==> config.mk <==
export PLATFORM = sky130hd
export DESIGN_NAME = plc_cluster
export DESIGN_NICKNAME = d
export VERILOG_FILES = /design/src/design/plc_cluster.v
export VERILOG_INCLUDE_DIRS = /design/src /design/src/design
export SDC_FILE = /design/constraint.sdc
export NUM_CORES = 1
export LEC_CHECK = 0
export ABC_CLOCK_PERIOD_IN_PS = 6090
export BUFFER_PORTS_ARGS = -buffer_cell sky130_fd_sc_hd__buf_2
export CORE_MARGIN = 10
export CORE_UTILIZATION = 50
export CTS_BUF_LIST = sky130_fd_sc_hd__clkbuf_16
export DETAILED_ROUTE_END_ITERATION = 10
export HOLD_SLACK_MARGIN = 0.1
export PLACE_DENSITY = 0.71
export REMOVE_ABC_BUFFERS = 1
export SKIP_LAST_GASP = 1
export SLEW_MARGIN = 20
export SYNTH_ARGS = -nofsm -noshare
export SYNTH_HDL_FRONTEND = slang
export SYNTH_SLANG_ARGS = --single-unit
==> constraint.sdc <==
create_clock -name clock -period 6.09 [get_ports clock]
set_input_delay 0.3045 -clock clock [delete_from_list [all_inputs] [get_ports clock]]
set_output_delay 0.3045 -clock clock [all_outputs]
set_load 0.01 [all_outputs]
==> src/design/plc_consts.vh <==
// Constants for the programmable logic cluster: register map, config fields.
// Assumes byte addressing on the register bus and 32-bit data words.
`ifndef PLC_CONSTS_VH
`define PLC_CONSTS_VH

`define PLC_CELLS 8
`define PLC_LINES 4
`define PLC_ADDR_W 8
`define PLC_DATA_W 32

// Register byte offsets
`define PLC_REG_CTRL 8'h00
`define PLC_REG_STATUS 8'h04
`define PLC_REG_CELL_BASE 8'h40
`define PLC_REG_CELL_LAST 8'h5C

// Cluster control register fields
`define PLC_CTRL_INV_LSB 0
`define PLC_CTRL_SRC_LSB 4
`define PLC_CTRL_RUN 8
`define PLC_CTRL_W 9
`define PLC_CTRL_RESET 9'h000

// Cell configuration fields
`define PLC_CFG_LUT_LSB 0
`define PLC_CFG_MODE_LSB 16
`define PLC_CFG_FF_LSB 18
`define PLC_CFG_CSEL 20
`define PLC_CFG_REGOUT 21
`define PLC_CFG_CASC_EN 22
`define PLC_CFG_CASC_OR 23
`define PLC_CFG_ASYNC_LSB 24
`define PLC_CFG_CLKSEL 27
`define PLC_CFG_W 28
`define PLC_CFG_RESET 28'h0000000

// Operating modes
`define PLC_MODE_NORMAL 2'h0
`define PLC_MODE_ARITH 2'h1
`define PLC_MODE_UPDN 2'h2
`define PLC_MODE_CLRCNT 2'h3

// Flip-flop types
`define PLC_FF_D 2'h0
`define PLC_FF_T 2'h1
`define PLC_FF_JK 2'h2
`define PLC_FF_SR 2'h3

// Clear / preset / load modes
`define PLC_AS_NONE 3'h0
`define PLC_AS_CLR 3'h1
`define PLC_AS_PRE 3'h2
`define PLC_AS_CLRPRE 3'h3
`define PLC_AS_LDCLR 3'h4
`define PLC_AS_LDPRE 3'h5
`define PLC_AS_LD 3'h6

`endif

==> src/design/plc_cluster.v <==
// Programmable logic cluster: eight logic cells with carry, cascade and
// shared control lines, configured over an Avalon-MM slave.
// Assumes data, carry and cascade inputs come from logic on the same clock;
// the four control line pins come from outside and are synchronised.
`timescale 1ns/1ps
`include "plc_consts.vh"

module plc_cluster (
  input wire clock,
  input wire rstn,
  input wire [7:0] avs_address,
  input wire avs_read,
  input wire avs_write,
  input wire [31:0] avs_writedata,
  output reg [31:0] avs_readdata,
  output wire avs_waitrequest,
  input wire cluster_ctrl_one,
  input wire cluster_ctrl_two,
  input wire cluster_clk_one,
  input wire cluster_clk_two,
  input wire [31:0] data_in,
  input wire carry_in,
  input wire cascade_in,
  input wire [7:0] tri_enable,
  output wire [7:0] cell_output,
  output wire carry_out,
  output wire cascade_out,
  output wire tri_bus
);

  ////////////////////////////////////////////////////////////////////////////
  // Register bus and configuration store

  reg ack;
  reg [`PLC_CTRL_W-1:0] ctrl;
  reg [`PLC_CFG_W-1:0] cell_cfg [0:`PLC_CELLS-1];
  reg [7:0] cell_q;
  reg [3:0] pin_meta;
  reg [3:0] pin_sync;
  reg [3:0] line_prev;
  wire [3:0] line;
  wire [8:0] carry_chain;
  wire [8:0] casc_chain;
  wire run;
  wire bus_wr;
  wire cell_hit;
  wire [2:0] cell_idx;
  wire [8:0] tri_seen;
  wire [8:0] tri_clash;
  wire [8:0] tri_pick;
  wire [31:0] status_word;

  // One wait state on every access; both directions finish on the ack edge
  assign avs_waitrequest = (avs_read | avs_write) & ~ack;
  assign bus_wr = avs_write & ack;
  assign run = ctrl[`PLC_CTRL_RUN];
  assign cell_hit = (avs_address >= `PLC_REG_CELL_BASE) &&
                    (avs_address <= `PLC_REG_CELL_LAST) &&
                    (avs_address[1:0] == 2'h0);
  assign cell_idx = avs_address[4:2];
  assign status_word = {17'h00000, tri_bus, cascade_out, carry_out, line,
                        cell_q};

  always @(posedge clock) begin
    if (!rstn) begin
      ack <= 1'b0;
      avs_readdata <= 32'h00000000;
      ctrl <= `PLC_CTRL_RESET;
    end else begin
      ack <= (avs_read | avs_write) & ~ack;
      if (avs_read && !ack) begin
        if (avs_address == `PLC_REG_CTRL)
          avs_readdata <= {23'h000000, ctrl};
        else if (avs_address == `PLC_REG_STATUS)
          avs_readdata <= status_word;
        else if (cell_hit)
          avs_readdata <= {4'h0, cell_cfg[cell_idx]};
        else
          avs_readdata <= 32'h00000000;
      end
      if (bus_wr && avs_address == `PLC_REG_CTRL)
        ctrl <= avs_writedata[`PLC_CTRL_W-1:0];
    end
  end

  ////////////////////////////////////////////////////////////////////////////
  // Shared control lines

  // Pins are asynchronous to the cluster clock, so two flops each
  // Clear and load lines read asserted for two cycles after reset; run is low
  always @(posedge clock) begin
    if (!rstn) begin
      pin_meta <= 4'h0;
      pin_sync <= 4'h0;
      line_prev <= 4'h0;
    end else begin
      pin_meta <= {cluster_clk_two, cluster_clk_one, cluster_ctrl_two,
                   cluster_ctrl_one};
      pin_sync <= pin_meta;
      line_prev <= line;
    end
  end

  genvar k;
  generate
    for (k = 0; k < `PLC_LINES; k = k + 1) begin : g_line
      // Logic-sourced line comes from the cell of the same index
      assign line[k] = (ctrl[`PLC_CTRL_SRC_LSB+k] ? cell_output[k] :
                        pin_sync[k]) ^ ctrl[`PLC_CTRL_INV_LSB+k];
    end
  endgenerate

  ////////////////////////////////////////////////////////////////////////////
  // Logic cells

  assign carry_chain[0] = carry_in;
  assign casc_chain[0] = cascade_in;

  genvar i;
  generate
    for (i = 0; i < `PLC_CELLS; i = i + 1) begin : g_cell
      wire [27:0] cfg;
      wire [15:0] lut;
      wire [1:0] mode;
      wire [1:0] fft;
      wire [2:0] amode;
      wire [3:0] d;
      wire cin;
      wire cas;
      wire [3:0] idx4;
      wire [2:0] idx3;
      wire lut4;
      wire lo3;
      wire hi3;
      wire merged;
      wire ld_mux;
      wire clk_edge;
      wire pre_merge;
      reg n_clr;
      reg n_pre;
      reg n_load;
      reg comb;
      reg cout;
      reg casout;
      reg dval;
      reg next_q;

      assign cfg = cell_cfg[i];
      assign lut = cfg[`PLC_CFG_LUT_LSB+15:`PLC_CFG_LUT_LSB];
      assign mode = cfg[`PLC_CFG_MODE_LSB+1:`PLC_CFG_MODE_LSB];
      assign fft = cfg[`PLC_CFG_FF_LSB+1:`PLC_CFG_FF_LSB];
      assign amode = cfg[`PLC_CFG_ASYNC_LSB+2:`PLC_CFG_ASYNC_LSB];
      assign d = data_in[4*i+3:4*i];
      assign cin = carry_chain[i];
      assign cas = casc_chain[i];

      assign idx4 = {cfg[`PLC_CFG_CSEL] ? cin : d[3], d[2:0]};
      assign lut4 = lut[idx4];
      // Counter tables see register feedback in place of a data input
      assign idx3 = (mode == `PLC_MODE_ARITH) ? {cin, d[1:0]} :
                    {cin, d[1], cell_q[i]};
      assign lo3 = lut[{1'b0, idx3}];
      assign hi3 = lut[{1'b1, idx3}];
      assign pre_merge = lo_or_4(mode, lut4, lo3);
      // OR chaining is AND with inverted operands and result
      assign merged = cfg[`PLC_CFG_CASC_OR] ? ~(~pre_merge & ~cas) :
                      (pre_merge & cas);
      // Load select d2 wins over counting; the load value is d0
      assign ld_mux = d[2] ? d[0] : lo3;

      always @* begin
        comb = lut4;
        cout = cin;
        casout = cfg[`PLC_CFG_CASC_EN] ? merged : lut4;
        dval = lut4;
        case (mode)
          `PLC_MODE_NORMAL: begin
            comb = cfg[`PLC_CFG_CASC_EN] ? merged : lut4;
            cout = cin;
          end
          `PLC_MODE_ARITH: begin
            comb = cfg[`PLC_CFG_CASC_EN] ? merged : lo3;
            casout = cfg[`PLC_CFG_CASC_EN] ? merged : lo3;
            cout = hi3;
            dval = lo3;
          end
          `PLC_MODE_UPDN: begin
            comb = lo3;
            casout = cas;
            cout = hi3;
            dval = ld_mux;
          end
          `PLC_MODE_CLRCNT: begin
            comb = lo3;
            casout = 1'b1;
            cout = hi3;
            dval = ld_mux & ~cas;
          end
          default: begin
            comb = lut4;
          end
        endcase
      end

      // Controls are active low after inversion; unused ones sit high
      always @* begin
        n_clr = 1'b1;
        n_pre = 1'b1;
        n_load = 1'b1;
        case (amode)
          `PLC_AS_CLR: n_clr = line[1];
          `PLC_AS_PRE: n_pre = line[1];
          `PLC_AS_CLRPRE: begin
            n_pre = line[0];
            n_clr = line[1];
          end
          `PLC_AS_LDCLR: begin
            n_load = line[0];
            n_clr = line[1];
          end
          `PLC_AS_LDPRE: begin
            n_load = line[0];
            n_pre = line[1];
          end
          `PLC_AS_LD: n_load = line[0];
          default: begin
            n_clr = 1'b1;
          end
        endcase
      end

      // Register clocks are sampled edges, so they must run below half clock
      assign clk_edge = cfg[`PLC_CFG_CLKSEL] ? (line[3] & ~line_prev[3]) :
                        (line[2] & ~line_prev[2]);

      always @* begin
        next_q = cell_q[i];
        case (fft)
          `PLC_FF_D: next_q = dval;
          `PLC_FF_T: next_q = cell_q[i] ^ dval;
          `PLC_FF_JK: next_q = (dval & ~cell_q[i]) | (~d[3] & cell_q[i]);
          `PLC_FF_SR: next_q = dval | (~d[3] & cell_q[i]);
          default: next_q = dval;
        endcase
        // Counters always use plain D loading of the computed value
        if (mode != `PLC_MODE_NORMAL)
          next_q = dval;
      end

      // Clear wins over load, load over preset, all over the clock edge
      always @(posedge clock) begin
        if (!rstn)
          cell_q[i] <= 1'b0;
        else if (run) begin
          if (!n_clr)
            cell_q[i] <= 1'b0;
          else if (!n_load)
            cell_q[i] <= d[3];
          else if (!n_pre)
            cell_q[i] <= 1'b1;
          else if (clk_edge)
            cell_q[i] <= next_q;
        end
      end

      // Writes are refused while running, so no cell sees a half-built table
      always @(posedge clock) begin
        if (!rstn)
          cell_cfg[i] <= `PLC_CFG_RESET;
        else if (bus_wr && cell_hit && cell_idx == i && !run)
          cell_cfg[i] <= avs_writedata[`PLC_CFG_W-1:0];
      end

      assign cell_output[i] = cfg[`PLC_CFG_REGOUT] ? cell_q[i] :
                              comb;
      assign carry_chain[i+1] = cout;
      assign casc_chain[i+1] = casout;
    end
  endgenerate

  assign carry_out = carry_chain[8];
  assign cascade_out = casc_chain[8];

  ////////////////////////////////////////////////////////////////////////////
  // Emulated internal tri-state bus

  // Enables ripple upward: an enable above one already seen is contention
  assign tri_seen[0] = 1'b0;
  assign tri_clash[0] = 1'b0;
  assign tri_pick[0] = 1'b0;

  genvar t;
  generate
    for (t = 0; t < `PLC_CELLS; t = t + 1) begin : g_tri
      assign tri_seen[t+1] = tri_seen[t] | tri_enable[t];
      assign tri_clash[t+1] = tri_clash[t] | (tri_seen[t] & tri_enable[t]);
      assign tri_pick[t+1] = tri_pick[t] | (tri_enable[t] & cell_output[t]);
    end
  endgenerate

  assign tri_bus = !tri_seen[8] ? 1'b1 : tri_clash[8] ? 1'b0 :
                   tri_pick[8];

  ////////////////////////////////////////////////////////////////////////////
  // Helpers

  // Pre-merge value of a cell: full table in normal mode, sum table otherwise
  function lo_or_4;
    input [1:0] m;
    input a4;
    input a3;
    begin
      lo_or_4 = (m == `PLC_MODE_NORMAL) ? a4 : a3;
    end
  endfunction

endmodule

==> flow_metrics.py <==
metrics = {
    "outcome": {
        "status": "finished clean",
    },
    "worst_setup_path": {
        "end_kind": "primary output",
        "required_ps": 5790,
        "worst-path-buf-inv": 1,
        "cp-startpoint": "cell_cfg[0][16]$_SDFFCE_PN0P_",
        "worstReg2RegStart": "cell_cfg[0][16]$_SDFFCE_PN0P_",
        "path_class": "register to primary output",
        "critPathMaxStageDelay_ps": 670,
        "path_cells": "or2_4 > and4_4 > o221ai_4 > o311ai_0 > and3_1 > or2_2 > a211oi_2 > a32oi_1 > o21a_1 > a32oi_4 > a21o_1 > a21oi_1 > o31ai_1 > and3b_1 > o21ai_0 > nand2_1 > buf_2",
        "slowest_stage": "o31ai_1",
        "crit_arrival_ps": 5470,
        "worstSetupStartpointType": "register",
        "critPathMaxFanout": 10,
        "crit_family": "compound AO/OA/AOI/OAI gates",
    },
    "sta": {
        "final.setup.tns_ps": 0,
        "fmax_mhz": 173,
        "skew_ps": 23.4,
        "setup_viol": 0,
        "slew_viol_final": 0,
        "period_share": 0.949,
        "worst_pin_slew_ps": 1010,
        "rsz0062_at_grt": "false",
        "hold_viol": 0,
        "worst_slew_margin_rel": 0.328,
        "period_needed_ps": 5780,
    },
    "clock_network": {
        "clockBufferDepth": 3,
        "cts_root_buf": "clkbuf_16",
        "clock-sinks": 280,
        "numCtsBuffers": 34,
        "clk_pin_slew_ps": 50,
        "htree_num_levels": 2,
        "cts_tree": "done",
        "clk_latency_ps": 540,
    },
    "final_layout": {
        "finish.net_count": 1827,
        "regArea_um2": 7850,
        "drive_gt1_frac": 0.238,
        "final_cells": 2215,
        "multiInputGateArea_um2": 9660,
        "areaGrowthSynthToFinish_pct": 13.1,
        "nFillCells": 2956,
        "final_cell_mix": "236 x and2_1, 224 x edfxtp_1, 124 x buf_2",
        "mostFrequentLayoutCell": "and2_1",
    },
    "synth": {
        "async_flop_share": 0,
        "synthFlopType": "edfxtp_1",
        "synth_seq_cells": 280,
        "synth_cell_type_count": 100,
        "yosysSeqAreaShare": 0.436,
        "syn_area_um2": 18000,
        "synthCells": 1609,
        "yosysTopAreaCell": "edfxtp_1",
        "syn_area_per_cell_um2": 11.2,
        "yosys_warnings": 0,
        "synth.area.top_cells": "edfxtp_1 37%, mux4_2 14%, and2_1 8.2%",
        "synth_top_area_frac": 0.374,
        "synth_edf_count": 224,
    },
    "power": {
        "leakage_nw": 7.71,
        "vdd_drop_max_mv": 0.212,
        "power_density_nw_per_um2": 243,
    },
    "global_routing": {
        "grt_pass1_vias": 14400,
        "antenna_found_initial": 3,
        "grt_max_degree": 43,
        "track_usage": 0.278,
        "use_met3": 0.0487,
        "grtUsageMet2": 0.436,
        "met1_usage": 0.370,
        "grt_pass1_wl_um": 92900,
        "gr-total-overflow": 0,
        "busiest_layer": "met2",
    },
    "detailed_routing": {
        "ant_nets": 0,
        "dr.pass1.iters": 9,
        "vias": 14700,
        "routed_via_density": 6.65,
        "routed_wl_um": 62800,
        "drtIter0Drc": 1829,
        "drc": 0,
        "wire_per_inst_um": 28.4,
    },
    "flow_run": {
        "cap_violations": 0,
    },
    "floorplan": {
        "rows": 69,
        "die_width_um": 210,
        "dieArea_um2": 44000,
        "coreArea_um2": 35600,
        "ioPinCount": 134,
        "start_util": 0.506,
        "fp.dieH_um": 210,
    },
    "min_path": {
        "holdCritStartpoint": "avs_write",
        "hp-class": "input port to register",
    },
    "place": {
        "placed_cells": 2150,
        "dpl.hpwl_um": 47000,
        "io_buffers": 125,
        "gp_congestion": 0.980,
    },
}
through the flow:
step,utilization,instance area [um^2],hold slack (ps),power (mW),setup slack [ps]
6_report,0.573,20400,119,4.96,311
3_3_place_gp,0.541,19200,416,2.99,442
3_5_place_dp,0.541,19200,422,3.01,414
2_1_floorplan,-,17600,412,2.67,919
4_1_cts,0.572,20300,109,4.96,286
5_1_grt,0.573,20400,129,5.10,40.5
power breakdown:
part | internal [mW] | switching [mW] | total [mW]
logic | 0.323 | 0.477 | 0.801
clock network | 1.14 | 0.826 | 1.96
registers | 2.12 | 0.0729 | 2.19
worst min-delay path: stages:
cell and delay, ps:
buf_2 90, nor2_1 50, nor3_1 140
flip-flops by register name (all words and copies together), names as in the netlist:
| signal | flops |
|---|---|
| cell_cfg | 224 |
| avs_readdata | 28 |
| ctrl | 9 |
| cell_q | 8 |
| pin_meta | 4 |
| pin_sync | 4 |
| line_prev | 2 |
| ack | 1 |
per-layer routing:
layer	vias to the layer above	part of all wire
li1	6380	-
met1	7231	0.39
met2	943	0.46
met3	179	0.10
met4	2	0.049
met5	-	0.00011
cell families (layout without fill, tap and decap cells):
group | after synthesis | count (layout) | synth area share
AO/OA/AOI/OAI | 380 | 380 | 0.154
XOR/XNOR | 6 | 6 | 0.00292
adder cells (fa/ha/maj) | 17 | 17 | 0.0106
buffers and inverters | 143 | 284 | 0.0329
flip-flops | 280 | 280 | 0.436
multiplexers | 197 | 197 | 0.190
other | 1 | 5 | 0.000208
AND/OR/NAND/NOR | 585 | 585 | 0.173
synthesized netlist by cell type (5+ instances only):
master	number
buf_2	5
a211oi_2	5
buf_4	9
nor3_1	40
a31oi_1	6
nor2_1	113
a21o_1	9
o311a_1	6
maj3_1	9
mux4_2	110
a2bb2oi_1	6
nand3b_1	6
nor2b_1	16
o22ai_1	11
ha_1	8
inv_1	42
o21ai_0	69
a211oi_1	10
o22a_1	5
nand2b_1	25
dfxtp_1	56
o211ai_1	27
a21oi_1	109
or3_1	5
mux2_2	23
o221ai_1	14
clkbuf_1	72
or2_2	6
edfxtp_1	224
nand2_1	99
nand3_1	16
mux2i_1	61
a221oi_1	18
a22o_1	9
o21a_1	7
buf_1	10
and2_1	236
cell type report:
| type | count | area share |
|---|---|---|
| flip-flops and latches | 280 | 0.385 |
| clock inverters | 23 | 0.00670 |
| clock buffers | 37 | 0.0455 |
| repair buffers | 179 | 0.0512 |
| multi-input cells | 1189 | 0.475 |
| inverters | 45 | 0.00829 |
| well taps | 461 | 0.0283 |
| diodes | 1 | 0.000123 |
final timing paths:
check	to	slack, ps	cells past startpoint
setup / recovery	tri_bus	310	17
hold / removal	ack$_SDFF_PN0_	120	3
setup reg to reg	cell_q[7]$_SDFFE_PN0P_	410	22
hold reg to reg	pin_sync[2]$_SDFF_PN0_	430	1
timing repair:
| action | 4_1_cts | 5_1_grt |
|---|---|---|
| endpoints found under the hold margin | 4 | 0 |
| endpoints found under the setup margin | 0 | 2 |
| hold buffers | 4 | 0 |
| gates resized for setup | 0 | 5 |
| setup buffers | 0 | 0 |
(Power assumes the default switching activity.)
